**config.mk**
```make
export PLATFORM = sky130hd
export DESIGN_NAME = power_stage_unit
export DESIGN_NICKNAME = d
export VERILOG_FILES = /design/src/power_stage_unit.v
export VERILOG_INCLUDE_DIRS = /design/src
export SDC_FILE = /design/constraint.sdc
export NUM_CORES = 1
export LEC_CHECK = 0
export BUFFER_PORTS_ARGS = -buffer_cell sky130_fd_sc_hd__clkbuf_2
export CAP_MARGIN = 20
export CORE_ASPECT_RATIO = 0.75
export CORE_MARGIN = 1
export CORE_UTILIZATION = 65
export CTS_CLUSTER_SIZE = 20
export DETAILED_ROUTE_END_ITERATION = 16
export PLACE_DENSITY = 0.84
export SKIP_LAST_GASP = 1
export SLEW_MARGIN = 20
export SYNTH_ARGS = -nofsm -noshare
export SYNTH_HDL_FRONTEND = slang
export SYNTH_SLANG_ARGS = --single-unit
```
**constraint.sdc**
```tcl
create_clock -name REF_CLK -period 8.4 [get_ports REF_CLK]
set_clock_uncertainty 0.15 [all_clocks]
set_input_delay 2.52 -clock REF_CLK [delete_from_list [all_inputs] [get_ports REF_CLK]]
set_output_delay 2.52 -clock REF_CLK [all_outputs]
set_load 0.01 [all_outputs]
```
**src/stage_sync_defines.vh**
```
/*
 Constants shared by the power stage auxiliary logic: register offsets,
 field positions, reset values, mode codes and vector addresses.
 Assumes it is included by bare name from the design file.
*/
`ifndef STAGE_SYNC_DEFINES_VH
`define STAGE_SYNC_DEFINES_VH

// ----------------------------------------------------------------------
// Register offsets (word index on the plain register port).
// ----------------------------------------------------------------------
`define OFS_CTRL0 4'h0
`define OFS_CTRL1 4'h1
`define OFS_CTRL2 4'h2
`define OFS_SYNC2 4'h3
`define OFS_MATRIX 4'h4
`define OFS_CAPT0 4'h5
`define OFS_CAPT1 4'h6
`define OFS_CAPT2 4'h7
`define OFS_RA0 4'h8
`define OFS_RA1 4'h9
`define OFS_RA2 4'ha
`define OFS_RB0 4'hb
`define OFS_RB1 4'hc
`define OFS_RB2 4'hd
`define OFS_STATUS 4'he

// ----------------------------------------------------------------------
// Control register fields (one per stage).
// ----------------------------------------------------------------------
`define CTL_RUN 0
`define CTL_AUTORUN 1
`define CTL_SOFTCAP 2
`define CTL_CLKSEL 3
`define CTL_PRE_LO 4
`define CTL_PRE_HI 5
`define CTL_POL 6
`define CTL_EC_EN 7
`define CTL_CAP_EN 8
`define CTL_FLT_EN 9
`define CTL_MODE_LO 10
`define CTL_MODE_HI 12
`define CTL_CTR_LO 14
`define CTL_CTR_HI 15
`define CTL_W 16
`define CTL_RST 16'h0000

// Synchro and output configuration fields of stage 2.
`define SYN_SEL_LO 4
`define SYN_SEL_HI 5
`define SYN_AUXA 6
`define SYN_AUXB 7
`define SYN_RST 8'h00

// ----------------------------------------------------------------------
// Codes.
// ----------------------------------------------------------------------
`define RUN_ONE 2'h0
`define RUN_TWO 2'h1
`define RUN_FOUR 2'h2
`define RUN_CENTER 2'h3
`define IMODE_HALT 4'h7
`define PRE_1 2'h0
`define PRE_4 2'h1
`define PRE_32 2'h2
`define DIV_4 8'h03
`define DIV_32 8'h1f
`define DIV_256 8'hff
`define CNT_W 12
`define CNT_ZERO 12'h000
`define CNT_ONE 12'h001
`define VEC_W 3
`define VEC_NONE 3'h0
`define VEC_BASE 3'h1

`endif

```
**src/power_stage_unit.v**
```verilog
/*
 Auxiliary logic of three 12-bit power stage units: counter capture,
 run and halt-fault daisy chain, clock prescaling, ADC strobe, output
 matrix and duplicated outputs of stage 2, and interrupt requests.
 Assumes one 10 MHz clock, a synchronous active-high reset, and a
 register master that never needs wait states. The PLL clock arrives
 as a synchronous tick input.
*/
`timescale 1ns/100ps
`default_nettype none
`include "stage_sync_defines.vh"

module power_stage_unit #(
   parameter NSTAGE = 3
) (
   // Clock and reset.
   input wire REF_CLK,
   input wire SYS_RST,
   // Register port.
   input wire [3:0] ADDR,
   input wire [15:0] WDATA,
   input wire WR,
   input wire RD,
   output reg [15:0] RDATA,
   // Clock ticks and stage inputs.
   input wire PLL_TICK,
   input wire [NSTAGE-1:0] STAGE_EVENT,
   input wire [NSTAGE-1:0] STAGE_FAULT,
   input wire [NSTAGE-1:0] SYNC_ERROR,
   input wire [NSTAGE-1:0] WAVE_OUT0,
   input wire [NSTAGE-1:0] WAVE_OUT1,
   input wire [1:0] RAMP_INDEX,
   input wire CNT_DOWN,
   // Stage results.
   output wire [NSTAGE-1:0] STAGE_RUN,
   output wire [NSTAGE-1:0] STAGE_PRESCALED_CLOCK,
   output reg [NSTAGE-1:0] END_OF_CYCLE_IRQ,
   output reg [NSTAGE-1:0] CAPTURE_EVENT_IRQ,
   output reg [2:0] IRQ_VECTOR,
   // Stage 2 pins and ADC strobe.
   output reg STAGE2_PRIMARY_OUT0,
   output reg STAGE2_PRIMARY_OUT1,
   output reg STAGE2_AUX_OUT_A,
   output reg STAGE2_AUX_OUT_B,
   output reg ADC_STROBE
);

   reg [`CTL_W-1:0] stage_control_reg [0:NSTAGE-1];
   reg [`CNT_W-1:0] counter [0:NSTAGE-1];
   reg [`CNT_W-1:0] captured_count_reg [0:NSTAGE-1];
   reg [`CNT_W-1:0] reset_a_compare_reg [0:NSTAGE-1];
   reg [`CNT_W-1:0] reset_b_compare_reg [0:NSTAGE-1];
   reg [7:0] stage2_sync_output_cfg;
   reg [3:0] matrix_out0_ramp_bit;
   reg [3:0] matrix_out1_ramp_bit;
   reg [7:0] prescale_cnt [0:NSTAGE-1];
   reg [NSTAGE-1:0] fault_chain;
   reg out0_prev;
   reg out1_prev;
   wire [NSTAGE-1:0] halt_fault;
   wire [NSTAGE-1:0] run_eff;
   wire [NSTAGE-1:0] tick;
   wire [NSTAGE-1:0] ec_hit;
   wire [NSTAGE-1:0] cap_hit;
   wire matrix_on;
   wire [1:0] strobe_sel;
   reg next_out0;
   reg next_out1;
   reg next_strobe;
   integer k;

   assign STAGE_RUN = run_eff;

   // ---------------------------------------------------------------
   // Per-stage logic.
   // ---------------------------------------------------------------
   genvar g;
   generate
      for (g = 0; g < NSTAGE; g = g + 1)
      begin : stg
         wire [15:0] c = stage_control_reg[g];
         wire own_run = c[`CTL_RUN];
         wire auto = c[`CTL_AUTORUN];
         // An autorun stage runs whenever its predecessor runs. Stage 0 has no
         // predecessor, so the chain cannot close on itself.
         if (g == 0)
         begin : head
            assign run_eff[g] = own_run;
         end
         else
         begin : link
            assign run_eff[g] = own_run | (auto & run_eff[g-1]);
         end
         assign halt_fault[g] = STAGE_FAULT[g] & c[`CTL_FLT_EN]
            & (c[`CTL_MODE_HI:`CTL_MODE_LO] == `IMODE_HALT);
         wire sel_clk = c[`CTL_CLKSEL] ? PLL_TICK : 1'b1;
         wire [7:0] lim = (c[`CTL_PRE_HI:`CTL_PRE_LO] == `PRE_1) ? 8'h00 :
            (c[`CTL_PRE_HI:`CTL_PRE_LO] == `PRE_4) ? `DIV_4 :
            (c[`CTL_PRE_HI:`CTL_PRE_LO] == `PRE_32) ? `DIV_32 : `DIV_256;
         // Comparing with >= recovers at once when the divider is lowered on a
         // running stage, instead of waiting for the count to wrap.
         assign tick[g] = sel_clk & (prescale_cnt[g] >= lim);
         assign STAGE_PRESCALED_CLOCK[g] = tick[g];
         assign ec_hit[g] = run_eff[g] & tick[g]
            & (counter[g] == reset_b_compare_reg[g]);
         assign cap_hit[g] = STAGE_EVENT[g] | c[`CTL_SOFTCAP];

         always @(posedge REF_CLK)
         begin
            if (SYS_RST)
            begin
               prescale_cnt[g] <= 8'h00;
               counter[g] <= `CNT_ZERO;
               captured_count_reg[g] <= `CNT_ZERO;
               END_OF_CYCLE_IRQ[g] <= 1'b0;
               CAPTURE_EVENT_IRQ[g] <= 1'b0;
            end
            else
            begin
               if (!run_eff[g] || fault_chain[g])
                  prescale_cnt[g] <= 8'h00;
               else if (sel_clk)
                  prescale_cnt[g] <= tick[g] ? 8'h00 : prescale_cnt[g] + 8'h01;
               // Stopped stages hold zero so chained stages start aligned.
               if (!run_eff[g] || fault_chain[g])
                  counter[g] <= `CNT_ZERO;
               else if (ec_hit[g])
                  counter[g] <= `CNT_ZERO;
               else if (tick[g])
                  counter[g] <= counter[g] + `CNT_ONE;
               if (cap_hit[g])
                  captured_count_reg[g] <= counter[g];
               END_OF_CYCLE_IRQ[g] <= ec_hit[g] & c[`CTL_EC_EN];
               CAPTURE_EVENT_IRQ[g] <= (cap_hit[g] | SYNC_ERROR[g])
                  & c[`CTL_CAP_EN];
            end
         end
      end
   endgenerate

   // ---------------------------------------------------------------
   // Halt fault chain, both directions between linked neighbours.
   // ---------------------------------------------------------------
   genvar h;
   generate
      for (h = 0; h < NSTAGE; h = h + 1)
      begin : chain
         wire from_prev;
         wire from_next;
         // The end stages have no neighbour on one side, so no index leaves the array.
         if (h == 0)
         begin : first
            assign from_prev = 1'b0;
         end
         else
         begin : mid
            assign from_prev = stage_control_reg[h][`CTL_AUTORUN] & halt_fault[h-1];
         end
         if (h == NSTAGE - 1)
         begin : last
            assign from_next = 1'b0;
         end
         else
         begin : up
            assign from_next = stage_control_reg[h+1][`CTL_AUTORUN] & halt_fault[h+1];
         end
         always @(posedge REF_CLK)
         begin
            if (SYS_RST)
               fault_chain[h] <= 1'b0;
            else
               fault_chain[h] <= halt_fault[h] | from_prev | from_next;
         end
      end
   endgenerate

   // ---------------------------------------------------------------
   // Stage 2 outputs and ADC strobe.
   // ---------------------------------------------------------------
   assign matrix_on = (stage_control_reg[2][`CTL_CTR_HI:`CTL_CTR_LO] == `RUN_FOUR);
   assign strobe_sel = stage2_sync_output_cfg[`SYN_SEL_HI:`SYN_SEL_LO];

   always @*
   begin
      if (matrix_on)
      begin
         next_out0 = matrix_out0_ramp_bit[RAMP_INDEX];
         next_out1 = matrix_out1_ramp_bit[RAMP_INDEX];
      end
      else
      begin
         next_out0 = WAVE_OUT0[2] ^ stage_control_reg[2][`CTL_POL];
         next_out1 = WAVE_OUT1[2] ^ stage_control_reg[2][`CTL_POL];
      end
      // Centered mode has no usable output edge, so the reset-A match times it.
      if (stage_control_reg[2][`CTL_CTR_HI:`CTL_CTR_LO] == `RUN_CENTER)
         next_strobe = (counter[2] == reset_a_compare_reg[2]) && tick[2]
            && !strobe_sel[1] && (CNT_DOWN == !strobe_sel[0]);
      else
         case (strobe_sel)
            2'h0: next_strobe = WAVE_OUT0[2] & ~out0_prev;
            2'h1: next_strobe = ~WAVE_OUT0[2] & out0_prev;
            2'h2: next_strobe = WAVE_OUT1[2] & ~out1_prev;
            2'h3: next_strobe = ~WAVE_OUT1[2] & out1_prev;
            default: next_strobe = 1'b0;
         endcase
   end

   always @(posedge REF_CLK)
   begin
      if (SYS_RST)
      begin
         STAGE2_PRIMARY_OUT0 <= 1'b0;
         STAGE2_PRIMARY_OUT1 <= 1'b0;
         STAGE2_AUX_OUT_A <= 1'b0;
         STAGE2_AUX_OUT_B <= 1'b0;
         ADC_STROBE <= 1'b0;
         out0_prev <= 1'b0;
         out1_prev <= 1'b0;
      end
      else
      begin
         STAGE2_PRIMARY_OUT0 <= next_out0;
         STAGE2_PRIMARY_OUT1 <= next_out1;
         STAGE2_AUX_OUT_A <= stage2_sync_output_cfg[`SYN_AUXA] ? next_out1
            : next_out0;
         STAGE2_AUX_OUT_B <= stage2_sync_output_cfg[`SYN_AUXB] ? next_out0
            : next_out1;
         ADC_STROBE <= next_strobe;
         out0_prev <= WAVE_OUT0[2];
         out1_prev <= WAVE_OUT1[2];
      end
   end

   // ---------------------------------------------------------------
   // Vector number: stage 2 capture first, stage 0 end-of-cycle last.
   // ---------------------------------------------------------------
   always @(posedge REF_CLK)
   begin
      if (SYS_RST)
         IRQ_VECTOR <= `VEC_NONE;
      else if (CAPTURE_EVENT_IRQ[2])
         IRQ_VECTOR <= `VEC_BASE;
      else if (END_OF_CYCLE_IRQ[2])
         IRQ_VECTOR <= `VEC_BASE + 3'h1;
      else if (CAPTURE_EVENT_IRQ[1])
         IRQ_VECTOR <= `VEC_BASE + 3'h2;
      else if (END_OF_CYCLE_IRQ[1])
         IRQ_VECTOR <= `VEC_BASE + 3'h3;
      else if (CAPTURE_EVENT_IRQ[0])
         IRQ_VECTOR <= `VEC_BASE + 3'h4;
      else if (END_OF_CYCLE_IRQ[0])
         IRQ_VECTOR <= `VEC_BASE + 3'h5;
      else
         IRQ_VECTOR <= `VEC_NONE;
   end

   // ---------------------------------------------------------------
   // Register port. The soft capture bit is a one-cycle pulse.
   // ---------------------------------------------------------------
   always @(posedge REF_CLK)
   begin
      if (SYS_RST)
      begin
         for (k = 0; k < NSTAGE; k = k + 1)
         begin
            stage_control_reg[k] <= `CTL_RST;
            reset_a_compare_reg[k] <= `CNT_ZERO;
            reset_b_compare_reg[k] <= `CNT_ZERO;
         end
         stage2_sync_output_cfg <= `SYN_RST;
         matrix_out0_ramp_bit <= 4'h0;
         matrix_out1_ramp_bit <= 4'h0;
         RDATA <= 16'h0000;
      end
      else
      begin
         for (k = 0; k < NSTAGE; k = k + 1)
         begin
            stage_control_reg[k][`CTL_SOFTCAP] <= 1'b0;
            // A halt fault drops the run bit; software must set it again.
            if (fault_chain[k])
               stage_control_reg[k][`CTL_RUN] <= 1'b0;
         end
         // A write lands after the hardware clears, so software can restart a halted stage.
         if (WR)
            case (ADDR)
               `OFS_CTRL0: stage_control_reg[0] <= WDATA;
               `OFS_CTRL1: stage_control_reg[1] <= WDATA;
               `OFS_CTRL2: stage_control_reg[2] <= WDATA;
               `OFS_SYNC2: stage2_sync_output_cfg <= WDATA[7:0];
               `OFS_MATRIX:
               begin
                  matrix_out0_ramp_bit <= WDATA[3:0];
                  matrix_out1_ramp_bit <= WDATA[7:4];
               end
               `OFS_RA0: reset_a_compare_reg[0] <= WDATA[11:0];
               `OFS_RA1: reset_a_compare_reg[1] <= WDATA[11:0];
               `OFS_RA2: reset_a_compare_reg[2] <= WDATA[11:0];
               `OFS_RB0: reset_b_compare_reg[0] <= WDATA[11:0];
               `OFS_RB1: reset_b_compare_reg[1] <= WDATA[11:0];
               `OFS_RB2: reset_b_compare_reg[2] <= WDATA[11:0];
               default: ;
            endcase
         RDATA <= 16'h0000;
         if (RD)
            case (ADDR)
               `OFS_CTRL0: RDATA <= stage_control_reg[0];
               `OFS_CTRL1: RDATA <= stage_control_reg[1];
               `OFS_CTRL2: RDATA <= stage_control_reg[2];
               `OFS_SYNC2: RDATA <= {8'h00, stage2_sync_output_cfg};
               `OFS_MATRIX: RDATA <= {8'h00, matrix_out1_ramp_bit, matrix_out0_ramp_bit};
               `OFS_CAPT0: RDATA <= {4'h0, captured_count_reg[0]};
               `OFS_CAPT1: RDATA <= {4'h0, captured_count_reg[1]};
               `OFS_CAPT2: RDATA <= {4'h0, captured_count_reg[2]};
               `OFS_RA0: RDATA <= {4'h0, reset_a_compare_reg[0]};
               `OFS_RA1: RDATA <= {4'h0, reset_a_compare_reg[1]};
               `OFS_RA2: RDATA <= {4'h0, reset_a_compare_reg[2]};
               `OFS_RB0: RDATA <= {4'h0, reset_b_compare_reg[0]};
               `OFS_RB1: RDATA <= {4'h0, reset_b_compare_reg[1]};
               `OFS_RB2: RDATA <= {4'h0, reset_b_compare_reg[2]};
               `OFS_STATUS: RDATA <= {10'h000, fault_chain, run_eff};
               default: RDATA <= 16'h0000;
            endcase
      end
   end

endmodule // power_stage_unit
`default_nettype wire

```
After elaboration in Yosys (flattened, before gate mapping) --
Memories as Yosys holds them, arrays and structs flattened. Index checks and enable logic that the tools add are counted.
Word-level totals: word-level logic and storage cells 364, flip-flop bits (word level) 51, input bits 43, RAM bits 216, memories kept 6, output and inout port bits 36
Cells by class: multiplexer cells 179, $lt $le $gt $ge 4, equality and inequality tests 33, add/subtract/negate cells 6, bitwise operators 92, reduce and logical (&&, ||, !) cells 21
Memories:
- stage_control_reg | words 3, bits a word 16, read ports 3, clocked after memory_dff 0, wr ports 3, line power_stage_unit.v:48 | reg [`CTL_W-1:0] stage_control_reg [0:NSTAGE-1];
- captured_count_reg | words 3, bits a word 12, read ports 3, clocked after memory_dff 0, wr ports 3, line power_stage_unit.v:50 | reg [`CNT_W-1:0] captured_count_reg [0:NSTAGE-1];
- counter | words 3, bits a word 12, read ports 3, clocked after memory_dff 0, wr ports 3, line power_stage_unit.v:49 | reg [`CNT_W-1:0] counter [0:NSTAGE-1];
- reset_a_compare_reg | words 3, bits a word 12, read ports 3, clocked after memory_dff 0, wr ports 3, line power_stage_unit.v:51 | reg [`CNT_W-1:0] reset_a_compare_reg [0:NSTAGE-1];
- reset_b_compare_reg | words 3, bits a word 12, read ports 3, clocked after memory_dff 0, wr ports 3, line power_stage_unit.v:52 | reg [`CNT_W-1:0] reset_b_compare_reg [0:NSTAGE-1];
- prescale_cnt | words 3, bits a word 8, read ports 3, clocked after memory_dff 0, wr ports 3, line power_stage_unit.v:56 | reg [7:0] prescale_cnt [0:NSTAGE-1];
Operators with widths (count):
- 16-bit one-hot mux with 15 select lines | 1
- 12-bit 2-to-1 mux | 18
- 8-bit 2-to-1 mux | 18
- 1-bit 2-to-1 mux | 131
- 1-bit OR | 54
- 12-bit equality test | 4
- 13-bit 2-to-1 mux | 3
- 12-bit by 1-bit adder with 12-bit output (second input constant) | 3
- 1-bit bitwise AND | 31
- 4-bit equality test (second input constant) | 7
- 8-bit by 1-bit adder with 8-bit output (second input constant) | 3
- 8-bit >= comparator | 3
- 4-bit by 3-bit equality test with 1-bit output (second input constant) | 4
- 2-bit equality test (second input constant) | 7
- 3-bit equality test (second input constant) | 3
- 3-bit 2-to-1 mux | 3
- 2-bit by 1-bit equality test with 1-bit output (second input constant) | 4
- 4-bit by 2-bit equality test with 1-bit output (second input constant) | 2
- 2-bit zero test | 4
- 1-bit zero test | 5
- 1-bit NOT | 5
- 1-bit binary-select mux with 2-bit select | 2
- 4-bit by 1-bit equality test with 1-bit output (second input constant) | 1
- 4-bit zero test | 1
- 10 further kinds | 18

Logic depth before layout (Yosys ltp) --
Gate-level depths: netlist (run 1). An unclocked memory read counts as a cell.
depth in word-level cells 15, depth in mapped cells 8, gate-level depth less buffers 7

Worst setup path after synthesis (run 1) --
No wires, ideal clock.
path kind input to output, from input PLL_TICK, to output STAGE_PRESCALED_CLOCK[0], setup slack 2.844 ns, required time 5.730 ns, buffers on the path 0, cell stages on the path 2, data arrival time 2.886 ns, cell sequence nor2b_1 -> nor2_1
Between the ends: longest elaborated chain between the ends 2
RTL lines:
- from (decl) | line power_stage_unit.v:26 | input wire PLL_TICK,
- 1-bit 2-to-1 mux | line power_stage_unit.v:96 | wire sel_clk = c[`CTL_CLKSEL] ? PLL_TICK : 1'b1;
- 1-bit bitwise AND | line power_stage_unit.v:102 | assign tick[g] = sel_clk & (prescale_cnt[g] >= lim);
- to (decl) | line power_stage_unit.v:36 | output wire [NSTAGE-1:0] STAGE_PRESCALED_CLOCK,
No other way between the ends.

Worst setup path in the final report (run 1) --
Same ends and word-level chain as after synthesis.

==> flow_metrics.env, run 1 <==
export IMPL_required_ns=5.73
export IMPL_dp_hpwl_um=28000
export IMPL_met2RoutedLength_um=16300
export IMPL_clock_sinks=267
export IMPL_stdcell_count=1484
export IMPL_die_area_sq_um=21100
export IMPL_antenna_found_initial=2
export IMPL_min_path_type="reg2reg"
export IMPL_synth_enable_flop_cells=216
export IMPL_run_status="finished clean"
export IMPL_clk_path_buf_depth=3
export IMPL_drc=0
export IMPL_ys_top_cells_by_count="edfxtp_1, nor2_1, and2_1"
export IMPL_num_vias=9927
export IMPL_dpl_worst_slack_ns=2.32
export IMPL_finalCritPeriodShare=0.731
export IMPL_gp_congestion=1.04
export IMPL_ctsResizeCount=0
export IMPL_vias_per_cell=6.69
export IMPL_end_kind="output port"
export IMPL_setup_tns_ns=0
export IMPL_async_flop_share=0
export IMPL_setup_viol=0
export IMPL_yosysTopAreaCell="edfxtp_1"
export IMPL_routed_top_layer="met4"
export IMPL_die_h_um=126
export IMPL_largest_register_ffs=48
export IMPL_synth_seq_cells=267
export IMPL_rows=45
export IMPL_placed_cells=1436
export IMPL_hold_viol_final=0
export IMPL_fin_crit_ns=6.14
export IMPL_ios=79
export IMPL_arrival_ns=3.47
export IMPL_htree_levels=1
export IMPL_critPathLaunchType="input pin"
export IMPL_die_width_um=168
export IMPL_ys_types=68
export IMPL_drt_wl_total_um=38900
export IMPL_vdd_drop_max_uv=181
export IMPL_cts_tree="built"
export IMPL_grt_pass1_wl_um=57600
export IMPL_drive_above_1_share=0.152
export IMPL_antenna_cells=0
export IMPL_synth_avg_cell_area_sq_um=11.6
export IMPL_yosys_most_used_dff="edfxtp_1"
export IMPL_dr_pass1_iters=5
export IMPL_crit_fanout=6
export IMPL_seq_area_frac_synth=0.562
export IMPL_grt_setup_unrepaired="no"
export IMPL_cts_root_buf="clkbuf_16"
export IMPL_numCtsBuffers=26
export IMPL_start_util=0.661
export IMPL_wl_met1_um=15700
export IMPL_criticalPathCategory="in2out"
export IMPL_nets=1280
export IMPL_tightestPinTransition_ns=1.06
export IMPL_powerDensity_nw_per_um2=211
export IMPL_port_buffers=74
export IMPL_drt_iter0_drc=1362
export IMPL_yosys_warnings=0
export IMPL_cap_violations=0
export IMPL_syn_nets=1228
export IMPL_total_leakage_power_nw=5.72
export IMPL_ff2ff_setup_slack_ns=4.94
export IMPL_hold_buffers=0
export IMPL_synth_area_sq_um=13400
export IMPL_track_usage=0.372
export IMPL_synth_top_area_frac=0.485
export IMPL_grt_ovfl_total=0
export IMPL_grt_pass1_vias=9456
export IMPL_core_area_sq_um=20200
export IMPL_clock_latency_ns=0.54
export IMPL_clk_pin_slew_ns=0.07
export IMPL_wire_per_inst_um=26.2
export IMPL_ant_nets=0
export IMPL_worst_slack_ns=2.26
export IMPL_post_cts_buffers=0
export IMPL_syn_to_final_growth_pct=10.6
export IMPL_syn_inst=1154
export IMPL_grt_max_degree=56
export IMPL_wl_met3_um=5300
export IMPL_synth_area_leaders="edfxtp_1, dfxtp_1, and2_1, xnor2_1, mux2i_1"
export IMPL_maxSlewViolCount=0
export IMPL_post_synth_top_count_cell="edfxtp_1"
export IMPL_max_slew_margin=0.290
export IMPL_max_freq_mhz=163
export IMPL_utilization=0.731
report_power, final:
part / leakage, nW / internal (W) / switching, W
Sequential: 2.64 / 0.00151 / 0.0000797
Clock: 0.457 / 0.000743 / 0.000514
Combinational: 2.63 / 0.000101 / 0.000179
Total: 5.72 / 0.00235 / 0.000773
logic make-up after synthesis:
group | synth area share
multiplexers | 0.0483
XOR/XNOR | 0.0649
AND/OR/NAND/NOR | 0.183
adder cells (fa/ha/maj) | 0.0290
buffers and inverters | 0.0310
flip-flops | 0.562
AO/OA/AOI/OAI | 0.0818
layout by cell type (no fill, tap or decap), types with 11 or more instances in the layout:
cell / count
nand3_1: 53
nor3_1: 34
ha_1: 31
and3_1: 28
a22oi_1: 11
nor2_1: 97
and2_1: 96
nand2b_1: 11
dfxtp_1: 51
a21oi_1: 30
nand2_1: 59
a22o_1: 14
mux2i_1: 42
nand4_1: 15
inv_1: 24
xnor2_1: 55
clkbuf_2: 74
buf_4: 14
nor2b_1: 16
nor2_2: 12
clkbuf_16: 29
xor2_1: 44
o21ai_0: 16
mux2_2: 14
edfxtp_1: 216
path summary, 6_finish.rpt:
check	from	cells past startpoint	end
hold / removal	CAPTURE_EVENT_IRQ[2]	1	IRQ_VECTOR[1]
hold reg to reg	CAPTURE_EVENT_IRQ[2]	1	IRQ_VECTOR[1]
setup / recovery	PLL_TICK	4	STAGE_PRESCALED_CLOCK[0]
setup reg to reg	stage_control_reg[0][5]	7	counter[0][10]
worst max-delay path: stages:
cell and delay (ns):
clkbuf_2 0.12, nor2b_1 0.53, nor2_1 0.13, clkbuf_2 0.16
layer usage:
layer	GRT usage	vias up
met4	0.147	0
met1	0.526	4830
met2	0.532	676
li1	-	4314
met5	0	-
met3	0.124	107
stage by stage:
step / power [W] / hold WS [ns] / instance area, sq um
6_report: 0.00312 / 0.344 / 14800
5_1_grt: 0.00318 / 0.370 / 14800
3_3_place_gp: 0.00187 / 0.313 / 13800
4_1_cts: 0.00310 / 0.340 / 14800
3_5_place_dp: 0.00188 / 0.330 / 13800
2_1_floorplan: 0.00175 / 0.297 / 13400
area by class of cell:
type / count / area, sq um
Multi-Input combinational cell: 797 / 5450
Tap cell: 258 / 323
Inverter: 26 / 97.6
Clock buffer: 34 / 774
Timing Repair Buffer: 88 / 475
Clock inverter: 14 / 153
Fill cell: 1415 / 5430
Sequential cell: 267 / 7510
(Power assumes the default switching activity.)
==> inputs of run 2 (changes only) <==
CORE_UTILIZATION = 55   (was 65)
PLACE_DENSITY = 0.76   (was 0.84)
clock period = 5 ns   (was 8.4 ns; I/O delays follow)
==> flow_metrics.env, run 2 (same netlist as run 1, synthesis figures left out) <==
export IMPL_die_h_um=137
export IMPL_drc=0
export IMPL_p_comb_frac=0.090
export IMPL_drt_iter0_drc=1396
export IMPL_grt_setup_unrepaired="no"
export IMPL_setup_viol=0
export IMPL_grt_ovfl_total=0
export IMPL_rr_endpoint="END_OF_CYCLE_IRQ[2]"
export IMPL_post_cts_buffers=0
export IMPL_pwr_share_seq=0.498
export IMPL_numCtsBuffers=27
export IMPL_ios=79
export IMPL_grt_max_degree=30
export IMPL_layout_commonest_cell="edfxtp_1"
export IMPL_maxSlewViolCount=0
export IMPL_clock_latency_ns=0.54
export IMPL_core_area_sq_um=23400
export IMPL_start_util=0.570
export IMPL_cts_tree="built"
export IMPL_antenna_found_initial=2
export IMPL_layout_common_cells="edfxtp_1, nor2_1, and2_1, clkbuf_2, nand2_1"
export IMPL_worstHoldStart="stage_control_reg[0][45]"
export IMPL_clk_path_buf_depth=3
export IMPL_holdPathStages=2
export IMPL_criticalPathCategory="reg2out"
export IMPL_multi_input_area_sq_um=5450
export IMPL_p_switching_w=0.00133
export IMPL_finalInstanceArea_sq_um=15000
export IMPL_dp_hpwl_um=30200
export IMPL_required_ns=3.35
export IMPL_internal_power_w=0.00401
export IMPL_seqCellArea_sq_um=7510
export IMPL_total_leakage_power_nw=5.80
export IMPL_run_status="finished clean"
export IMPL_r2r_start="stage_control_reg[0][36]"
export IMPL_tightestPinTransition_ns=1.02
export IMPL_vias_per_cell=6.39
export IMPL_wire_per_inst_um=26.8
export IMPL_hold_buffers=0
export IMPL_crit_fanout=16
export IMPL_max_slew_margin=0.309
export IMPL_htree_levels=1
export IMPL_p_clk_frac=0.411
export IMPL_placed_area_sq_um=14000
export IMPL_clk_pin_slew_ns=0.07
export IMPL_utilization=0.639
export IMPL_min_path_type="reg2reg"
export IMPL_sw_frac_of_total=0.249
export IMPL_fin_crit_ns=4.49
export IMPL_gp_congestion=1.00
export IMPL_hold_path_end="RDATA[13]"
export IMPL_drt_wl_total_um=41300
export IMPL_critPathLaunchType="flop"
export IMPL_dr_pass1_iters=6
export IMPL_cap_violations=0
export IMPL_ant_nets=0
export IMPL_max_freq_mhz=223
export IMPL_clock_sinks=267
export IMPL_arrival_ns=2.84
export IMPL_ff2ff_setup_slack_ns=1.80
export IMPL_track_usage=0.336
export IMPL_drive_above_1_share=0.160
export IMPL_hold_viol_final=0
export IMPL_r2r_cells=7
export IMPL_finalCritPeriodShare=0.897
export IMPL_rows=48
export IMPL_grt_pass1_vias=9141
export IMPL_nets=1296
export IMPL_grt_pass1_wl_um=60100
export IMPL_vdd_drop_max_uv=283
export IMPL_powerDensity_nw_per_um2=357
export IMPL_syn_to_final_growth_pct=12.1
export IMPL_cts_root_buf="clkbuf_16"
export IMPL_fillers=1845
export IMPL_setup_tns_ns=0
export IMPL_largest_register_ffs=48
export IMPL_end_kind="output port"
export IMPL_num_vias=9855
export IMPL_die_width_um=182
export IMPL_port_buffers=74
export IMPL_ctsResizeCount=0
export IMPL_die_area_sq_um=24900
-- run 2: area by class of cell --
class / count / area share
flip-flops and latches: 267 / 0.501
multi-input cells: 797 / 0.364
clock buffers: 38 / 0.0526
repair buffers: 103 / 0.0393
well taps: 300 / 0.0251
clock inverters: 11 / 0.0113
inverters: 26 / 0.00652
diodes: 1 / 0.000167
-- run 2: critical path: stages (launching register included) --
cell and delay [ns]:
edfxtp_1 0.54, or2_2 0.38, ha_1 0.27, nand2b_1 0.14, a211oi_1 0.22, o21bai_1 0.14, a21oi_2 0.14, buf_4 0.23
nor2_1 0.09, clkbuf_2 0.16
-- run 2: routing by layer --
| layer | vias up | wire length (um) | track usage |
|---|---|---|---|
| li1 | 4353 | - | - |
| met1 | 4808 | 17200 | 0.491 |
| met2 | 604 | 17500 | 0.494 |
| met3 | 88 | 5390 | 0.0881 |
| met4 | 2 | 1190 | 0.0910 |
| met5 | - | 8 | 0 |
-- run 2: worst max-delay path by stage --
stage | startpoint | to | depth (start not counted)
6_report | stage_control_reg[0][5] | STAGE_PRESCALED_CLOCK[0] | 9
5_1_grt | stage_control_reg[0][5] | STAGE_PRESCALED_CLOCK[0] | 9
4_1_cts | stage_control_reg[0][5] | STAGE_PRESCALED_CLOCK[0] | 9
3_5_place_dp | PLL_TICK | STAGE_PRESCALED_CLOCK[0] | 4
3_3_place_gp | PLL_TICK | STAGE_PRESCALED_CLOCK[0] | 4
2_1_floorplan | ADDR[1] | reset_a_compare_reg[0][0] | 5
-- run 2: power by group through the flow --
stage | combinational [W] | sequential [W] | clock (W)
after global placement | 0.000458 | 0.00270 | 0
after global routing | 0.000514 | 0.00267 | 0.00228
after CTS | 0.000471 | 0.00266 | 0.00220
final | 0.000483 | 0.00266 | 0.00220
after detailed placement | 0.000467 | 0.00270 | 0
after floorplan | 0.000308 | 0.00264 | 0
-- run 2: stage by stage --
step	total power, W	instances	hold slack [ns]	setup WS (ns)
after global routing	0.00546	1542	0.373	0.351
after detailed placement	0.00317	1493	0.333	0.928
final	0.00534	1543	0.351	0.514
after floorplan	0.00294	1154	0.297	1.29
after CTS	0.00533	1542	0.343	0.518
after global placement	0.00316	1493	0.312	0.972
==> inputs of run 3 (changes only) <==
CORE_UTILIZATION = 65   (was 55)
CTS_BUF_LIST = sky130_fd_sc_hd__clkbuf_4   (was default)
PLACE_DENSITY = 0.84   (was 0.76)
clock period = 5.17 ns   (was 5 ns; I/O delays follow)
==> flow_metrics.env, run 3 (same netlist as run 1, synthesis figures left out) <==
export IMPL_grt_setup_unrepaired="no"
export IMPL_run_status="finished clean"
export IMPL_end_kind="output port"
export IMPL_critPathLaunchType="flop"
export IMPL_die_width_um=168
export IMPL_rows=45
export IMPL_cts_root_buf="clkbuf_4"
export IMPL_gp_congestion=1.07
export IMPL_largest_register_ffs=48
export IMPL_min_path_type="reg2reg"
export IMPL_total_leakage_power_nw=5.84
export IMPL_wire_per_inst_um=25.1
export IMPL_hold_slack_ns=0.338
export IMPL_die_h_um=126
export IMPL_finalInstanceArea_sq_um=14800
export IMPL_required_ns=3.47
export IMPL_placed_area_sq_um=13900
export IMPL_drc=0
export IMPL_worstSetupStartpoint="stage_control_reg[0][5]"
export IMPL_rr_endpoint="counter[0][11]"
export IMPL_clk_pin_slew_ns=0.07
export IMPL_r2r_cells=8
export IMPL_die_area_sq_um=21100
export IMPL_layout_common_cells="edfxtp_1, nor2_1, and2_1, clkbuf_4, clkbuf_2"
export IMPL_clock_latency_ns=0.68
export IMPL_nets=1332
export IMPL_post_cts_buffers=0
export IMPL_clk_path_buf_depth=3
export IMPL_layout_commonest_cell="edfxtp_1"
export IMPL_stdcell_count=1568
export IMPL_dp_hpwl_um=28500
export IMPL_clock_sinks=267
export IMPL_grt_pass1_wl_um=58000
export IMPL_dr_pass1_iters=9
export IMPL_track_usage=0.380
export IMPL_vias_per_cell=6.50
export IMPL_fin_crit_ns=4.68
export IMPL_ant_nets=0
export IMPL_start_util=0.661
export IMPL_arrival_ns=2.98
export IMPL_criticalPathCategory="reg2out"
export IMPL_cts_tree="built"
export IMPL_utilization=0.733
export IMPL_tightestPinTransition_ns=1.07
export IMPL_powerDensity_nw_per_um2=332
export IMPL_port_buffers=74
export IMPL_maxSlewViolCount=0
export IMPL_hold_buffers=0
export IMPL_max_slew_margin=0.284
export IMPL_drt_wl_total_um=39400
export IMPL_grt_max_degree=30
export IMPL_worstHoldStart="stage_control_reg[0][45]"
export IMPL_seqCellArea_sq_um=7510
export IMPL_ff2ff_setup_slack_ns=1.90
export IMPL_core_area_sq_um=20200
export IMPL_hold_path_end="RDATA[13]"
export IMPL_syn_to_final_growth_pct=10.9
export IMPL_grt_ovfl_total=0
export IMPL_finalCritPeriodShare=0.906
export IMPL_drt_iter0_drc=1545
export IMPL_cap_violations=0
export IMPL_vdd_drop_max_uv=298
export IMPL_ios=79
export IMPL_max_freq_mhz=214
export IMPL_grt_pass1_vias=9470
export IMPL_setup_tns_ns=0
export IMPL_placed_cells=1446
export IMPL_hold_viol_final=0
export IMPL_setup_viol=0
export IMPL_numCtsBuffers=68
export IMPL_ctsResizeCount=0
export IMPL_crit_fanout=16
export IMPL_multi_input_area_sq_um=5440
export IMPL_drive_above_1_share=0.191
export IMPL_fillers=1403
export IMPL_htree_levels=3
export IMPL_num_vias=10200
export IMPL_holdPathStages=2
export IMPL_r2r_start="stage_control_reg[0][5]"
export IMPL_antenna_found_initial=2
-- run 3: changes by cell type in the layout (fill, tap and decap cells not counted), moves of 3 or more --
cell and change:
clkbuf_4 +96, clkbuf_16 -28, clkinv_1 +20, buf_4 -5
clkbuf_1 -5, clkbuf_8 -5, clkinvlp_4 -3
-- run 3: metrics by stage --
| step | worst slack (ns) | power (W) |
|---|---|---|
| 2_1_floorplan | 1.41 | 0.00285 |
| 4_1_cts | 0.510 | 0.00490 |
| 5_1_grt | 0.407 | 0.00506 |
| 6_report | 0.488 | 0.00492 |
| 3_3_place_gp | 1.03 | 0.00303 |
| 3_5_place_dp | 1.03 | 0.00305 |
-- run 3: worst max path at each step --
stage	end	slack, ns	depth (start not counted)
final	STAGE_PRESCALED_CLOCK[0]	0.49	9
after global routing	STAGE_PRESCALED_CLOCK[0]	0.41	9
after detailed placement	STAGE_PRESCALED_CLOCK[0]	1.03	4
after global placement	STAGE_PRESCALED_CLOCK[0]	1.03	4
after CTS	STAGE_PRESCALED_CLOCK[0]	0.51	9
after floorplan	reset_a_compare_reg[0][0]	1.41	5
-- run 3: power by group --
part	switching, W	internal (W)
Combinational	0.000289	0.000167
Clock	0.000878	0.00101
Sequential	0.000129	0.00245
Total	0.00130	0.00362
-- run 3: worst max-delay path, stage by stage (launching register included) --
cell and delay (ns):
edfxtp_1 0.56, or2_2 0.39, ha_1 0.27, nand2b_1 0.13, a211oi_1 0.23, o21bai_1 0.14, a21oi_2 0.12, buf_4 0.22
nor2_1 0.08, clkbuf_2 0.16
-- run 3: area by class of cell --
| cell class | instances | area share |
|---|---|---|
| Clock buffer | 96 | 0.0486 |
| Inverter | 26 | 0.00659 |
| Antenna cell | 1 | 0.000169 |
| Tap cell | 258 | 0.0218 |
| Sequential cell | 267 | 0.507 |
| Clock inverter | 25 | 0.0117 |
| Timing Repair Buffer | 98 | 0.0372 |
| Multi-Input combinational cell | 797 | 0.367 |
-- run 3: metal layers --
metal / wire length, um / vias up / global-route usage
met1: 15400 / 4828 / 0.534
met4: 2120 / 6 / 0.178
met2: 15900 / 725 / 0.525
met3: 5770 / 154 / 0.130
met5: 141 / - / 0.0412
li1: - / 4478 / -
